[src/led_blink_pkg.sv]
// Constants, register map and phase encoding for the channel B blink sequencer
package led_blink_pkg;

    // Register offsets
    localparam logic [7:0] ADDR_FOURTH_PHASE = 8'h53;
    localparam logic [7:0] ADDR_PAUSE        = 8'h54;
    localparam logic [7:0] ADDR_DUTY         = 8'h55;
    localparam logic [7:0] ADDR_ON_DURATION  = 8'h56;
    localparam logic [7:0] ADDR_C_CONTROL    = 8'h57;

    // Writable bit masks; all other bits are reserved and read as zero
    localparam logic [7:0] MASK_PHASE        = 8'h7F;
    localparam logic [7:0] MASK_DUTY         = 8'h1F;
    localparam logic [7:0] MASK_ON_DURATION  = 8'h1F;
    localparam logic [7:0] MASK_C_CONTROL    = 8'h2F;
    localparam logic [7:0] REG_RESET         = 8'h00;
    localparam logic [7:0] READ_UNMAPPED     = 8'h00;

    // Field positions
    localparam int RAMP_BIT    = 5;
    localparam int CURRENT_MSB = 3;
    localparam int PHASE_MSB   = 6;
    localparam int DUTY_MSB    = 4;

    // Timing
    localparam int CLK_PERIOD_NS    = 40;
    localparam int PWM_PERIOD_MS    = 8;
    localparam int STEP_MS          = 64;
    localparam int PWM_SLOTS        = 32;
    localparam int PWM_PERIOD_NS    = PWM_PERIOD_MS * 1000000;
    localparam int SLOT_CYCLES      = PWM_PERIOD_NS / PWM_SLOTS / CLK_PERIOD_NS;
    localparam int PERIODS_PER_STEP = STEP_MS / PWM_PERIOD_MS;

    localparam logic [4:0] SLOT_LAST   = 5'h1F;
    localparam logic [2:0] PERIOD_LAST = 3'h7;

    // Sequence phases, Gray coded along the loop
    typedef enum logic [1:0] {
        PH_FIRST  = 2'b00,
        PH_ON     = 2'b01,
        PH_FOURTH = 2'b11,
        PH_PAUSE  = 2'b10
    } phase_t;

endpackage

[src/led_blink_dimming_regs.sv]
// Channel B blink and dimming sequencer with its control registers
`timescale 1ns/1ps

// Operation
// - Reserved register bits read back as zero
// - Fourth phase lasts value times 64 ms
// - Pause lasts value times 64 ms, zero skips
// - Drive high for (code+1)/32 of 8 ms
// - Code zero: high 250 us per period
// - Code all ones: drive high through the whole on phase
// - On-time equals field times 64 ms
// - Ramp select bit enables brightness ramping
// - Four-bit field selects channel C sink current
// - Registers clear to zero on reset
// - First phase lasts value times 64 ms
module led_blink_dimming_regs #(
    parameter int SLOT_CYCLES = led_blink_pkg::SLOT_CYCLES
) (
    // Clock and reset
    input  wire logic       sys_clk,
    input  wire logic       rstn,
    // Register port
    input  wire logic [7:0] reg_addr,
    input  wire logic [7:0] reg_wdata,
    input  wire logic       reg_wr,
    input  wire logic       reg_rd,
    output logic      [7:0] reg_rdata,
    // First phase length from the channel's earlier register
    input  wire logic [6:0] led_b_first_phase_length,
    // LED outputs
    output logic            led_b_drive_output,
    output logic      [3:0] led_c_sink_current,
    output logic            led_c_ramp_select
);

    localparam int SLOT_W = (SLOT_CYCLES > 1) ? $clog2(SLOT_CYCLES) : 1;
    localparam logic [SLOT_W-1:0] SLOT_END = SLOT_W'(SLOT_CYCLES - 1);

    if (SLOT_CYCLES < 1) begin : g_bad_slot
        $error("SLOT_CYCLES must be at least one");
    end

    // Register file
    logic [7:0] fourth_r, fourth_nxt;
    logic [7:0] pause_r, pause_nxt;
    logic [7:0] duty_r, duty_nxt;
    logic [7:0] on_dur_r, on_dur_nxt;
    logic [7:0] c_ctrl_r, c_ctrl_nxt;
    logic [7:0] rdata_r, rdata_nxt;

    always_comb begin
        fourth_nxt = fourth_r;
        pause_nxt  = pause_r;
        duty_nxt   = duty_r;
        on_dur_nxt = on_dur_r;
        c_ctrl_nxt = c_ctrl_r;
        rdata_nxt  = rdata_r;
        if (reg_wr) begin
            unique case (reg_addr)
                led_blink_pkg::ADDR_FOURTH_PHASE: begin
                    fourth_nxt = reg_wdata & led_blink_pkg::MASK_PHASE;
                end
                led_blink_pkg::ADDR_PAUSE: begin
                    pause_nxt = reg_wdata & led_blink_pkg::MASK_PHASE;
                end
                led_blink_pkg::ADDR_DUTY: begin
                    duty_nxt = reg_wdata & led_blink_pkg::MASK_DUTY;
                end
                led_blink_pkg::ADDR_ON_DURATION: begin
                    on_dur_nxt = reg_wdata & led_blink_pkg::MASK_ON_DURATION;
                end
                led_blink_pkg::ADDR_C_CONTROL: begin
                    c_ctrl_nxt = reg_wdata & led_blink_pkg::MASK_C_CONTROL;
                end
                default: begin
                end
            endcase
        end
        if (reg_rd) begin
            unique case (reg_addr)
                led_blink_pkg::ADDR_FOURTH_PHASE: rdata_nxt = fourth_r;
                led_blink_pkg::ADDR_PAUSE:        rdata_nxt = pause_r;
                led_blink_pkg::ADDR_DUTY:         rdata_nxt = duty_r;
                led_blink_pkg::ADDR_ON_DURATION:  rdata_nxt = on_dur_r;
                led_blink_pkg::ADDR_C_CONTROL:    rdata_nxt = c_ctrl_r;
                default:                          rdata_nxt = led_blink_pkg::READ_UNMAPPED;
            endcase
        end
    end

    always_ff @(posedge sys_clk or negedge rstn) begin
        if (!rstn) begin
            fourth_r <= led_blink_pkg::REG_RESET;
            pause_r  <= led_blink_pkg::REG_RESET;
            duty_r   <= led_blink_pkg::REG_RESET;
            on_dur_r <= led_blink_pkg::REG_RESET;
            c_ctrl_r <= led_blink_pkg::REG_RESET;
            rdata_r  <= led_blink_pkg::REG_RESET;
        end else begin
            fourth_r <= fourth_nxt;
            pause_r  <= pause_nxt;
            duty_r   <= duty_nxt;
            on_dur_r <= on_dur_nxt;
            c_ctrl_r <= c_ctrl_nxt;
            rdata_r  <= rdata_nxt;
        end
    end

    assign reg_rdata          = rdata_r;
    assign led_c_ramp_select  = c_ctrl_r[led_blink_pkg::RAMP_BIT];
    assign led_c_sink_current = c_ctrl_r[led_blink_pkg::CURRENT_MSB:0];

    // Timebase: 32 slots make the 8 ms period, 8 periods make the 64 ms step
    logic [SLOT_W-1:0] div_r, div_nxt;
    logic [4:0]        slot_r, slot_nxt;
    logic [2:0]        per_r, per_nxt;
    logic              step_tick;

    always_comb begin
        div_nxt   = div_r + SLOT_W'(1);
        slot_nxt  = slot_r;
        per_nxt   = per_r;
        step_tick = 1'b0;
        if (div_r == SLOT_END) begin
            div_nxt  = '0;
            slot_nxt = slot_r + 5'h01;
            if (slot_r == led_blink_pkg::SLOT_LAST) begin
                per_nxt = per_r + 3'h1;
                if (per_r == led_blink_pkg::PERIOD_LAST) begin
                    step_tick = 1'b1;
                end
            end
        end
    end

    always_ff @(posedge sys_clk or negedge rstn) begin
        if (!rstn) begin
            div_r  <= '0;
            slot_r <= 5'h00;
            per_r  <= 3'h0;
        end else begin
            div_r  <= div_nxt;
            slot_r <= slot_nxt;
            per_r  <= per_nxt;
        end
    end

    // Phase sequencer: first, on, fourth, pause, then again
    led_blink_pkg::phase_t phase_r, phase_nxt;
    logic [6:0]            cnt_r, cnt_nxt;
    logic [6:0]            cur_len;
    logic                  drive_r, drive_nxt;
    led_blink_pkg::phase_t next_phase;

    always_comb begin
        unique case (phase_r)
            led_blink_pkg::PH_FIRST: begin
                cur_len    = led_b_first_phase_length;
                next_phase = led_blink_pkg::PH_ON;
            end
            led_blink_pkg::PH_ON: begin
                cur_len    = {2'b00, on_dur_r[led_blink_pkg::DUTY_MSB:0]};
                next_phase = led_blink_pkg::PH_FOURTH;
            end
            led_blink_pkg::PH_FOURTH: begin
                cur_len    = fourth_r[led_blink_pkg::PHASE_MSB:0];
                next_phase = led_blink_pkg::PH_PAUSE;
            end
            led_blink_pkg::PH_PAUSE: begin
                cur_len    = pause_r[led_blink_pkg::PHASE_MSB:0];
                next_phase = led_blink_pkg::PH_FIRST;
            end
        endcase
        phase_nxt = phase_r;
        cnt_nxt   = cnt_r;
        if (cur_len == 7'h00) begin
            phase_nxt = next_phase;
            cnt_nxt   = 7'h00;
        end else if (step_tick) begin
            if (cnt_r + 7'h01 >= cur_len) begin
                phase_nxt = next_phase;
                cnt_nxt   = 7'h00;
            end else begin
                cnt_nxt = cnt_r + 7'h01;
            end
        end
        // High for slots 0..code in the on phase, so code 31 stays high through the whole on phase
        drive_nxt = (phase_nxt == led_blink_pkg::PH_ON)
                    && (slot_nxt <= duty_nxt[led_blink_pkg::DUTY_MSB:0]);
    end

    always_ff @(posedge sys_clk or negedge rstn) begin
        if (!rstn) begin
            phase_r <= led_blink_pkg::PH_FIRST;
            cnt_r   <= 7'h00;
            drive_r <= 1'b0;
        end else begin
            phase_r <= phase_nxt;
            cnt_r   <= cnt_nxt;
            drive_r <= drive_nxt;
        end
    end

    assign led_b_drive_output = drive_r;

    // Check helper: clocks since the last step tick, to time the tick spacing
    localparam int STEP_CYCLES = SLOT_CYCLES * led_blink_pkg::PWM_SLOTS
                                 * led_blink_pkg::PERIODS_PER_STEP;
    logic [31:0] gap_r, gap_nxt;

    always_comb begin
        gap_nxt = gap_r + 32'h1;
        if (step_tick) begin
            gap_nxt = '0;
        end
    end

    always_ff @(posedge sys_clk or negedge rstn) begin
        if (!rstn) begin
            gap_r <= '0;
        end else begin
            gap_r <= gap_nxt;
        end
    end
endmodule

[config.mk]
export PLATFORM = sky130hd
export DESIGN_NAME = led_blink_dimming_regs
export DESIGN_NICKNAME = d
export VERILOG_FILES = /design/src/led_blink_pkg.sv /design/src/led_blink_dimming_regs.sv
export SDC_FILE = /design/constraint.sdc
export NUM_CORES = 1
export LEC_CHECK = 0
export BUFFER_PORTS_ARGS = -buffer_cell sky130_fd_sc_hd__buf_2
export CORE_ASPECT_RATIO = 2
export CORE_MARGIN = 2
export CORE_UTILIZATION = 40
export DETAILED_ROUTE_END_ITERATION = 6
export GPL_ROUTABILITY_DRIVEN = 0
export SLEW_MARGIN = 20
export SYNTH_ARGS = -nofsm -noshare
export SYNTH_HDL_FRONTEND = slang
export SYNTH_SLANG_ARGS = --single-unit
[constraint.sdc]
create_clock -name sys_clk -period 4.2 [get_ports sys_clk]
set_clock_uncertainty 0.05 [all_clocks]
set_input_delay 0.63 -clock sys_clk [delete_from_list [all_inputs] [get_ports sys_clk]]
set_output_delay 0.63 -clock sys_clk [all_outputs]
set_load 0.005 [all_outputs]
==> metrics.cfg, run 1 <==
[cells_and_area]
syn2layout_area_growth_pct = 15.7
drive_gt1_share_pct = 28.5
final_util_pct = 47.7
fin_nets = 420
diodes = 0
regArea_um2 = 1680
fillers = 820
multi_input_area_um2 = 1900

[routing]
wl_per_cell_um = 17.1
route.detailed.drc = 0
vias = 2686
routed_wirelength_um = 8230
first_pass_iters = 4
drtAntennaViolNets = 0
drt_iter0_drc = 97
viasPerCell = 5.58

[setup_path]
path_class = flop to flop
cp-start-kind = flop
r2r_cells = 9
worstSetupEndpointType = flop
cp.depth = 9
crit_arrival_ns = 3.36
critPathRequiredTime_ns = 4.41
crit_family = simple AND/OR/NAND/NOR gates
path_cells = nor4b_1, and3_1, mux2_1, ha_1, nand4_1, or2_2, a21oi_1, nand3_1, mux2i_1
cp_max_fo = 14
reg2reg_slack_ns = 1.05
crit_path_top_delay_cell = and3_1
cp.buffers_inverters = 0
max_stage_delay_ns = 0.59

[floorplanning]
row_count = 49
die_y_um = 140
die_w_um = 72.1
dieArea_um2 = 10100
core_region_area_um2 = 9010
num_io_pins = 41
start_util_pct = 41.2

[sta]
worst_pin_slew_ns = 0.717
min_period_ns = 3.15
drv_slew = 0
setup_viol = 0
fmax_mhz = 318
rsz0062_at_grt = false
slew_headroom_pct = 52.0
finalHoldViolCount = 0
setup_slack_ns = 1.05
setup_tns_ns = 0
fin_crit_sh_pct = 75.0

[yosys]
ys_ff_latch = 67
synth_edf_count = 0
avgSynthCellArea_um2 = 11.0
syn-num-nets = 382
yosysWarnings = 0
synthesis.area_um2 = 3710
netlist_instances = 336
ys.flop_type = dfrtp_1
ys_async_sr_fraction_pct = 100
synth_cell_types = 48
synth_seq_area_share_pct = 45.2

[cts]
cts.clk_slew.worst_paths_ns = 0.05
cts_max_level = 3
worstSkewPairLatency_ns = 0.34
post_cts_buffers = 0
numCtsBuffers = 9
clockBufferDepth = 2
cts-resized-gates = 0
cts_tree = built
cts_sinks = 67
cts_root_buf = clkbuf_16
cts_hold_buf = 0

[grt]
grt_overflow = 0
track_usage_pct = 18.1
grt_pass1_vias = 2899
antenna_found_initial = 0
grt_pass1_wl_um = 14000
grt_max_degree = 43

[power]
leakage_uw = 0.00210
ir_drop_v = 0.000288
cellPowerDensity_nw_per_um2 = 461

[placed_design]
place_ws_ns = 0.894
portBuffers = 38
place_hpwl_um = 6130

[job]
maxCapViolations = 0

[status]
outcome = complete, no violations

[worst_hold_path]
hold_path.class = primary input to async pin

==> cells by family (layout without fill, tap and decap cells) <==
| kind of cell | count (synthesis) | count (layout) | synth area share, % |
|---|---|---|---|
| simple gates | 99 | 99 | 14.0 |
| flops | 67 | 67 | 45.2 |
| mux | 57 | 57 | 18.7 |
| compound gates | 44 | 44 | 7.32 |
| buf+inv | 30 | 73 | 3.74 |
| fa+ha+maj | 19 | 19 | 6.41 |
| xor+xnor | 19 | 19 | 4.48 |
| other cells | 1 | 1 | 0.101 |
==> registers in the layout (all words and copies together), names as in the netlist <==
name	flops
c_ctrl_r	5
cnt_r	7
div_r	13
duty_r	5
fourth_r	7
led_b_drive_output	1
on_dur_r	5
pause_r	7
per_r	3
phase_r	2
reg_rdata	7
slot_r	5
==> final timing paths <==
check,start,to
hold reg to reg,per_r[0],per_r[0]
hold / removal,rstn,div_r[4]
setup / recovery,div_r[9],led_b_drive_output
max in group asynchronous,rstn,reg_rdata[3]
setup reg to reg,div_r[9],led_b_drive_output
min in group sys_clk,per_r[0],per_r[0]
==> cells in the final DEF (no fill, tap or decap), drive strengths merged, types with 6 or more instances in the layout <==
master  Yosys  final
dfrtp      67     67
mux2       44     44
buf         8     41
nand2      32     32
ha         19     19
nor2       18     18
inv        16     16
a21oi      15     15
nand3      14     14
clkbuf      6     12
xnor2      10     10
o21ai      10     10
xor2        9      9
mux2i       8      8
o22ai       7      7
and3        6      6
a22oi       6      6
==> metrics by stage <==
| step | hold slack (ns) | power [uW] | std cells | instance area (um^2) |
|---|---|---|---|---|
| after global routing | 0.289 | 2080 | 481 | 4300 |
| after floorplan | 0.284 | 1080 | 336 | 3710 |
| final | 0.241 | 1980 | 481 | 4300 |
| after detailed placement | 0.425 | 1170 | 465 | 3970 |
| after CTS | 0.436 | 2000 | 481 | 4290 |
| after global placement | 0.417 | 1160 | 465 | 3970 |
==> cell type report <==
type                    instances  share of cell area [%]
inverters                      16                    1.40
clock inverters                 4                    1.72
clock buffers                  12                    5.74
well taps                     102                    2.97
multi-input cells             239                    44.1
repair buffers                 41                    5.01
flip-flops and latches         67                    39.0
==> synthesized netlist by cell type, types with 2 or more instances <==
master	count	area, um^2
dfrtp_1	67	1680
mux2_2	41	462
nand2_1	32	120
ha_1	19	238
nor2_1	18	67.6
inv_1	16	60.1
a21oi_1	15	75.1
nand3_1	14	70.1
o21ai_0	10	50.1
xnor2_1	10	87.6
xor2_1	9	78.8
mux2i_1	8	80.1
o22ai_1	7	43.8
a22oi_1	6	45.0
and3_1	6	37.5
clkbuf_1	6	22.5
mux4_2	4	90.1
nor2b_1	4	25.0
and2_1	3	18.8
buf_2	3	15.0
nor3_1	3	15.0
nor3b_1	3	22.5
and4_1	2	17.5
buf_4	2	15.0
buf_6	2	22.5
mux2_1	2	22.5
nand4_1	2	12.5
nor3_2	2	20.0
==> worst register-to-register path: stages (launching register included) <==
cell     delay (ns)
dfrtp_1        0.42
nor4b_1        0.49
and3_1         0.59
mux2_1         0.40
ha_1           0.30
nand4_1        0.13
or2_2          0.29
a21oi_1        0.18
nand3_1        0.10
mux2i_1        0.14
==> power breakdown <==
part / internal, uW / switching, uW / total (uW)
Sequential: 684 / 70.9 / 755
Combinational: 202 / 204 / 406
Clock: 536 / 281 / 817
==> metal layers <==
layer / track usage, % / share of wire, %
met3: 2.45 / 3.1
met5: 0 / 0
met4: 10.6 / 3.6
met1: 20.0 / 38
met2: 31.8 / 56
Note: power is estimated with default switching activity, not from simulation.
==> run 2, diff against run 1 <==
==> constraint.sdc (replaced) <==
create_clock -name sys_clk -period 3.2 [get_ports sys_clk]
set_clock_uncertainty 0.05 [all_clocks]
set_input_delay 0.48 -clock sys_clk [delete_from_list [all_inputs] [get_ports sys_clk]]
set_output_delay 0.48 -clock sys_clk [all_outputs]
set_load 0.005 [all_outputs]
==> metrics.cfg, run 2 (synthesis results as in run 1) <==
[sta]
min_period_ns = 2.79  ; -0.362 ns
worst_pin_slew_ns = 0.941  ; +0.224 ns
finalHoldViolCount = 0  ; unchanged
whs_ns = 0.240  ; -0.000305 ns
fmax_mhz = 359  ; +13%
rsz0062_at_grt = false
setup_tns_ns = 0  ; unchanged
slew_headroom_pct = 37.3  ; -15 points
fin_crit_sh_pct = 87.1  ; +12 points
setup_viol = 0  ; unchanged
drv_slew = 0  ; unchanged

[setup_path]
cp-start-kind = flop
path_cells = nor4b_2, and3_1, mux2_1, ha_1, nand4_1, or2_2, a21oi_1, nand3_1, mux2i_1
path_class = flop to flop
cp_max_fo = 6  ; -8
max_stage_delay_ns = 0.41  ; -0.18 ns
worstSetupEndpointType = flop
crit_arrival_ns = 3.00  ; -0.36 ns
crit_path_top_delay_cell = dfrtp_1
critPathRequiredTime_ns = 3.41  ; -1.00 ns

[cts]
cts_hold_buf = 0  ; unchanged
worstSkewPairLatency_ns = 0.34  ; about the same
cts_sinks = 67  ; unchanged
cts.clk_slew.worst_paths_ns = 0.06  ; about the same
clockBufferDepth = 2  ; unchanged
numCtsBuffers = 9  ; unchanged
cts_max_level = 3  ; unchanged
cts_tree = built
cts_root_buf = clkbuf_16

[cells_and_area]
final_util_pct = 47.9  ; +0.28 points
largest_reg_flops = 13  ; unchanged
syn2layout_area_growth_pct = 16.4
diodes = 0  ; unchanged
fin_area_um2 = 4320  ; +0.58%
fin_nets = 425  ; +1.2%
final_common_cell = dfrtp_1
final_cell_mix = dfrtp_1, mux2_2, buf_2, nand2_1, ha_1
drive_gt1_share_pct = 30.2  ; +1.7 points
top_register = div_r

[routing]
drt_iter0_drc = 120  ; +24%
vias = 2700  ; +0.52%
drtAntennaViolNets = 0  ; unchanged
route.detailed.drc = 0  ; unchanged
wl_per_cell_um = 17.1  ; -0.26%
first_pass_iters = 4  ; unchanged
viasPerCell = 5.56  ; -0.51%
routed_wirelength_um = 8300  ; +0.78%

[grt]
antenna_found_initial = 0  ; unchanged
track_usage_pct = 18.6  ; +0.50 points
grt_overflow = 0  ; unchanged
grt_pass1_wl_um = 14300  ; +2.0%
grt_util_met3_pct = 3.60  ; +1.2 points
use_met1_pct = 19.3  ; -0.75 points
grt_pass1_vias = 2881  ; -0.62%
use_met2_pct = 33.6  ; +1.7 points
grt_max_degree = 41  ; -4.7%
busiest_layer = met2

[placed_design]
place_hpwl_um = 6250  ; +2.0%
post_dp_cell_area_um2 = 4010  ; +0.94%
portBuffers = 38  ; unchanged

[status]
outcome = complete, no violations

[power]
clockPowerShare_pct = 39.5  ; -1.8 points
fin_total_pwr_uw = 2550  ; +29%
cellPowerDensity_nw_per_um2 = 590  ; +28%
internal-power_uw = 1800  ; +27%
pwr-share-comb_pct = 21.6  ; +1.1 points
pwr-share-seq_pct = 38.9  ; +0.7 points
ir_drop_v = 0.000354  ; +23%
power_switching_uw = 749  ; +35%
leakage_uw = 0.00212  ; +0.83%
swShare_pct = 29.4  ; +1.3 points

[floorplanning]
dieArea_um2 = 10100  ; unchanged
core_region_area_um2 = 9010  ; unchanged
start_util_pct = 41.2  ; unchanged
num_io_pins = 41  ; unchanged
die_w_um = 72.1  ; unchanged
die_y_um = 140  ; unchanged
row_count = 49  ; unchanged

[job]
maxCapViolations = 0  ; unchanged

[worst_hold_path]
hold_path.class = primary input to async pin

==> run 2: cell count changes in the layout (fill, tap and decap cells not counted) <==
cell	previous run	this run
buf_2	37	38
buf_4	4	8
bufinv_16	2	1
clkbuf_1	2	0
clkinv_2	1	2
clkinv_4	1	2
clkinvlp_4	0	1
nor4b_1	1	0
nor4b_2	0	1
==> run 2: layout make-up <==
class	count	area (um^2)
Timing Repair Buffer	46	250
Fill cell	841	4690
Sequential cell	67	1680
Multi-Input combinational cell	239	1900
Clock buffer	10	239
Clock inverter	6	65.1
Tap cell	102	128
Inverter	16	60.1
==> run 2: timing repair <==
action / CTS / global route
setup buffers: 0 / 0
endpoints found under the setup margin: 0 / 1
hold endpoints to repair: 0 / 0
gates resized for setup: 0 / 1
==> run 2: power groups by stage <==
stage | Sequential (uW) | Combinational [uW] | Clock, uW
after floorplan | 953 | 460 | 0
after global placement | 1010 | 544 | 0
after detailed placement | 1010 | 557 | 0
after CTS | 992 | 558 | 1030
after global routing | 1010 | 622 | 1070
final | 992 | 551 | 1010
==> run 2: stage by stage <==
step / setup WS [ns] / cells
CTS: 0.194 / 486
detailed placement: 0.197 / 470
global placement: 0.206 / 470
global route: 0.152 / 486
finish: 0.414 / 486
floorplan: 0.311 / 336
==> run 2: final timing paths <==
kind / slack [ns] / to / cells past startpoint / from
worst max-delay path: 0.41 / led_b_drive_output / 9 / div_r[8]
worst min-delay path: 0.24 / div_r[2] / 1 / rstn
worst max register to register: 0.41 / led_b_drive_output / 9 / div_r[8]
worst min register to register: 0.43 / per_r[0] / 1 / per_r[0]
max in group asynchronous: 2.08 / pause_r[3] / 2 / rstn
min in group sys_clk: 0.34 / pause_r[6] / 2 / reg_wdata[6]
==> run 2: per-layer routing <==
metal / vias to the layer above / routed length, um / part of all wire [%]
li1: 1278 / - / -
met1: 1344 / 2990 / 36
met2: 59 / 4700 / 57
met3: 19 / 273 / 3.3
met4: 0 / 324 / 3.9
met5: - / 0 / 0
==> run 2: critical path: cells and delay by family, from the launching register on <==
kind / cells / cell delay (ns)
muxes: 2 / 0.52
DFF: 1 / 0.41
AOI/OAI and AO/OA: 1 / 0.18
adders and majority gates: 1 / 0.30
and+or+nand+nor: 5 / 1.25
==> run 3, diff against run 2 <==
--- a/config.mk
+++ b/config.mk
@@ -5,12 +5,15 @@
 export SDC_FILE = /design/constraint.sdc
 export NUM_CORES = 1
 export LEC_CHECK = 0
+export ABC_AREA = 1
+export ABC_CLOCK_PERIOD_IN_PS = 3200
 export BUFFER_PORTS_ARGS = -buffer_cell sky130_fd_sc_hd__buf_2
 export CORE_ASPECT_RATIO = 2
 export CORE_MARGIN = 2
 export CORE_UTILIZATION = 40
 export DETAILED_ROUTE_END_ITERATION = 6
 export GPL_ROUTABILITY_DRIVEN = 0
+export SETUP_SLACK_MARGIN = 0.2
 export SLEW_MARGIN = 20
 export SYNTH_ARGS = -nofsm -noshare
 export SYNTH_HDL_FRONTEND = slang
==> metrics.cfg, run 3 <==
[routing]
drtAntennaViolNets = 0  ; unchanged
viasPerCell = 5.06  ; -8.8%
drt_iter0_drc = 180  ; +50%
first_pass_iters = 4  ; unchanged
wl_per_cell_um = 13.7  ; -20%
vias = 3170  ; +17%
routed_wirelength_um = 8550  ; +3.0%
route.detailed.drc = 0  ; unchanged

[sta]
finalHoldViolCount = 0  ; unchanged
fmax_mhz = 362  ; +0.74%
setup_viol = 0  ; unchanged
min_period_ns = 2.77  ; -0.0203 ns
fin_crit_sh_pct = 86.4  ; -0.64 points
slew_headroom_pct = 42.6  ; +5.3 points
rsz0062_at_grt = true
worst_pin_slew_ns = 0.861  ; -0.0792 ns
drv_slew = 0  ; unchanged
setup_tns_ns = 0  ; unchanged

[yosys]
synth_cell_types = 38  ; -21%
ys_async_sr_fraction_pct = 100  ; unchanged
synth_edf_count = 0  ; unchanged
syn-num-nets = 520  ; +36%
synthesis.area_um2 = 3760  ; +1.3%
synth_seq_area_share_pct = 44.6  ; -0.59 points
ys_ff_latch = 67  ; unchanged
avgSynthCellArea_um2 = 7.93  ; -28%
yosysWarnings = 0  ; unchanged
netlist_instances = 474  ; +41%
synth_top_area_share_pct = 44.6  ; -0.59 points
synth.most_common_cell = nand2_1
synth_common_cells = nand2_1, inv_1, dfrtp_1
synth_top_area_cell = dfrtp_1
ys.flop_type = dfrtp_1
synth.area.top_cells = dfrtp_1, nand2_1, inv_1

[worst_hold_path]
hold_path.class = primary input to async pin

[grt]
grt_max_degree = 68  ; +66%
grt_pass1_wl_um = 14200  ; -0.63%
grt_overflow = 0  ; unchanged
grt_pass1_vias = 3110  ; +7.9%
antenna_found_initial = 0  ; unchanged
track_usage_pct = 18.0  ; -0.56 points

[floorplanning]
num_io_pins = 41  ; unchanged
dieArea_um2 = 10200  ; +1.3%
core_region_area_um2 = 9260  ; +2.7%
row_count = 50  ; +2.0%
start_util_pct = 40.6  ; -0.57 points
die_y_um = 141  ; +0.64%
die_w_um = 72.6  ; +0.62%

[status]
outcome = complete, no violations

[cells_and_area]
final_cell_mix = nand2_1, inv_1, dfrtp_1, o21ai_0, buf_2
fin_nets = 564  ; +33%
diodes = 0  ; unchanged
final_common_cell = nand2_1
top_register = div_r
largest_reg_flops = 13  ; unchanged
drive_gt1_share_pct = 16.3  ; -14 points
syn2layout_area_growth_pct = 15.4

[cts]
numCtsBuffers = 9  ; unchanged
cts_tree = built
clockBufferDepth = 2  ; unchanged
post_cts_buffers = 0  ; unchanged
cts_max_level = 3  ; unchanged
cts_sinks = 67  ; unchanged
worstSkewPairLatency_ns = 0.33  ; about the same
cts.clk_slew.worst_paths_ns = 0.05  ; about the same
cts_root_buf = clkbuf_16

[setup_path]
path_class = flop to flop
cp-start-kind = flop
worstSetupEndpointType = flop
critPathRequiredTime_ns = 3.36  ; -0.05 ns
crit_arrival_ns = 2.93  ; -0.07 ns
cp_max_fo = 6  ; unchanged

[placed_design]
portBuffers = 38  ; unchanged
place_hpwl_um = 6430  ; +2.9%

[power]
fin_total_pwr_uw = 2480  ; -2.7%
leakage_uw = 0.00234  ; +10%
cellPowerDensity_nw_per_um2 = 572  ; -3.2%
ir_drop_v = 0.000304  ; -14%

[job]
maxCapViolations = 0  ; unchanged

run 3: cell types whose count changed in the layout (fill, tap and decap cells not counted), moves of 6 or more:
cell / delta
mux2_2: -41
inv_1: +56
and3_1: -6
mux2i_1: -8
nand2_1: +98
nor3_1: +7
nand4_1: +8
o22ai_1: -7
o21ai_0: +34
a22oi_1: -6
nor2_2: +8
nand3_1: +16
xnor2_1: -9
a21oi_1: -6
run 3: cells by family (layout without fill, tap and decap cells):
family	after synthesis	in the layout	share of synthesized area, %
adder cells (fa/ha/maj)	19	19	6.32
buffers and inverters	83	131	8.92
AO/OA/AOI/OAI	65	65	9.58
flip-flops	67	67	44.6
XOR/XNOR	12	12	2.80
other	1	1	0.0997
AND/OR/NAND/NOR	227	227	27.7
run 3: worst max-delay path: stages (launching register included):
cell and delay [ns]:
dfrtp_1 0.38, inv_1 0.07, ha_1 0.15, inv_1 0.05, nor2_1 0.12, nand2_1 0.07, nor2_1 0.16, nand2_2 0.07
inv_1 0.15, nand2_1 0.12, nor3_2 0.16, xor2_1 0.17, inv_1 0.07, ha_1 0.29, nand4_1 0.10, o221ai_1 0.16
o21ai_0 0.16, nand3_1 0.11, nor2_1 0.05
run 3: where the power goes:
| part | internal, uW | total [uW] | leakage (uW) | switching (uW) |
|---|---|---|---|---|
| Sequential | 896 | 955 | 0.000888 | 59.9 |
| Combinational | 207 | 604 | 0.00131 | 396 |
| Clock | 580 | 921 | 0.000141 | 341 |
| Total | 1680 | 2480 | 0.00234 | 797 |
run 3: area by class of cell:
type	count	area [um^2]
fillers	935	4920
flip-flops and latches	67	1680
well taps	104	130
multi-input cells	324	1760
clock inverters	2	10.0
clock buffers	13	270
repair buffers	41	213
inverters	75	283
run 3: path summary, 6_finish.rpt:
check,startpoint,end,slack (ns),cells after the start
worst max-delay path,div_r[1],led_b_drive_output,0.43,18
worst min-delay path,rstn,div_r[12],0.28,2
worst max register to register,div_r[1],led_b_drive_output,0.43,18
worst min register to register,reg_rdata[4],reg_rdata[4],0.42,2
max in group asynchronous,rstn,phase_r[0],2.20,2
min in group sys_clk,reg_rd,reg_rdata[6],0.35,3
run 3: routing by layer:
layer	share of wire, %	up-vias	GRT usage (%)
met4	3.1	0	9.65
met5	0	-	0
met2	55	59	32.2
met3	3.1	19	3.29
li1	-	1607	-
met1	39	1485	19.4
run 3: what timing repair did:
action,CTS,global route
hold buffers,0,0
setup endpoints to repair,0,4
gates resized for setup,0,3
run 3: through the flow:
step / area, um^2 / hold slack, ns / setup slack (ns) / utilization (%) / cells
floorplan: 3760 / 0.134 / 0.739 / - / 474
CTS: 4330 / 0.329 / 0.378 / 46.8 / 626
global route: 4340 / 0.371 / 0.168 / 46.9 / 626
finish: 4340 / 0.278 / 0.434 / 46.9 / 626
detailed placement: 4050 / 0.410 / 0.400 / 43.7 / 611
global placement: 4050 / 0.406 / 0.473 / 43.7 / 611
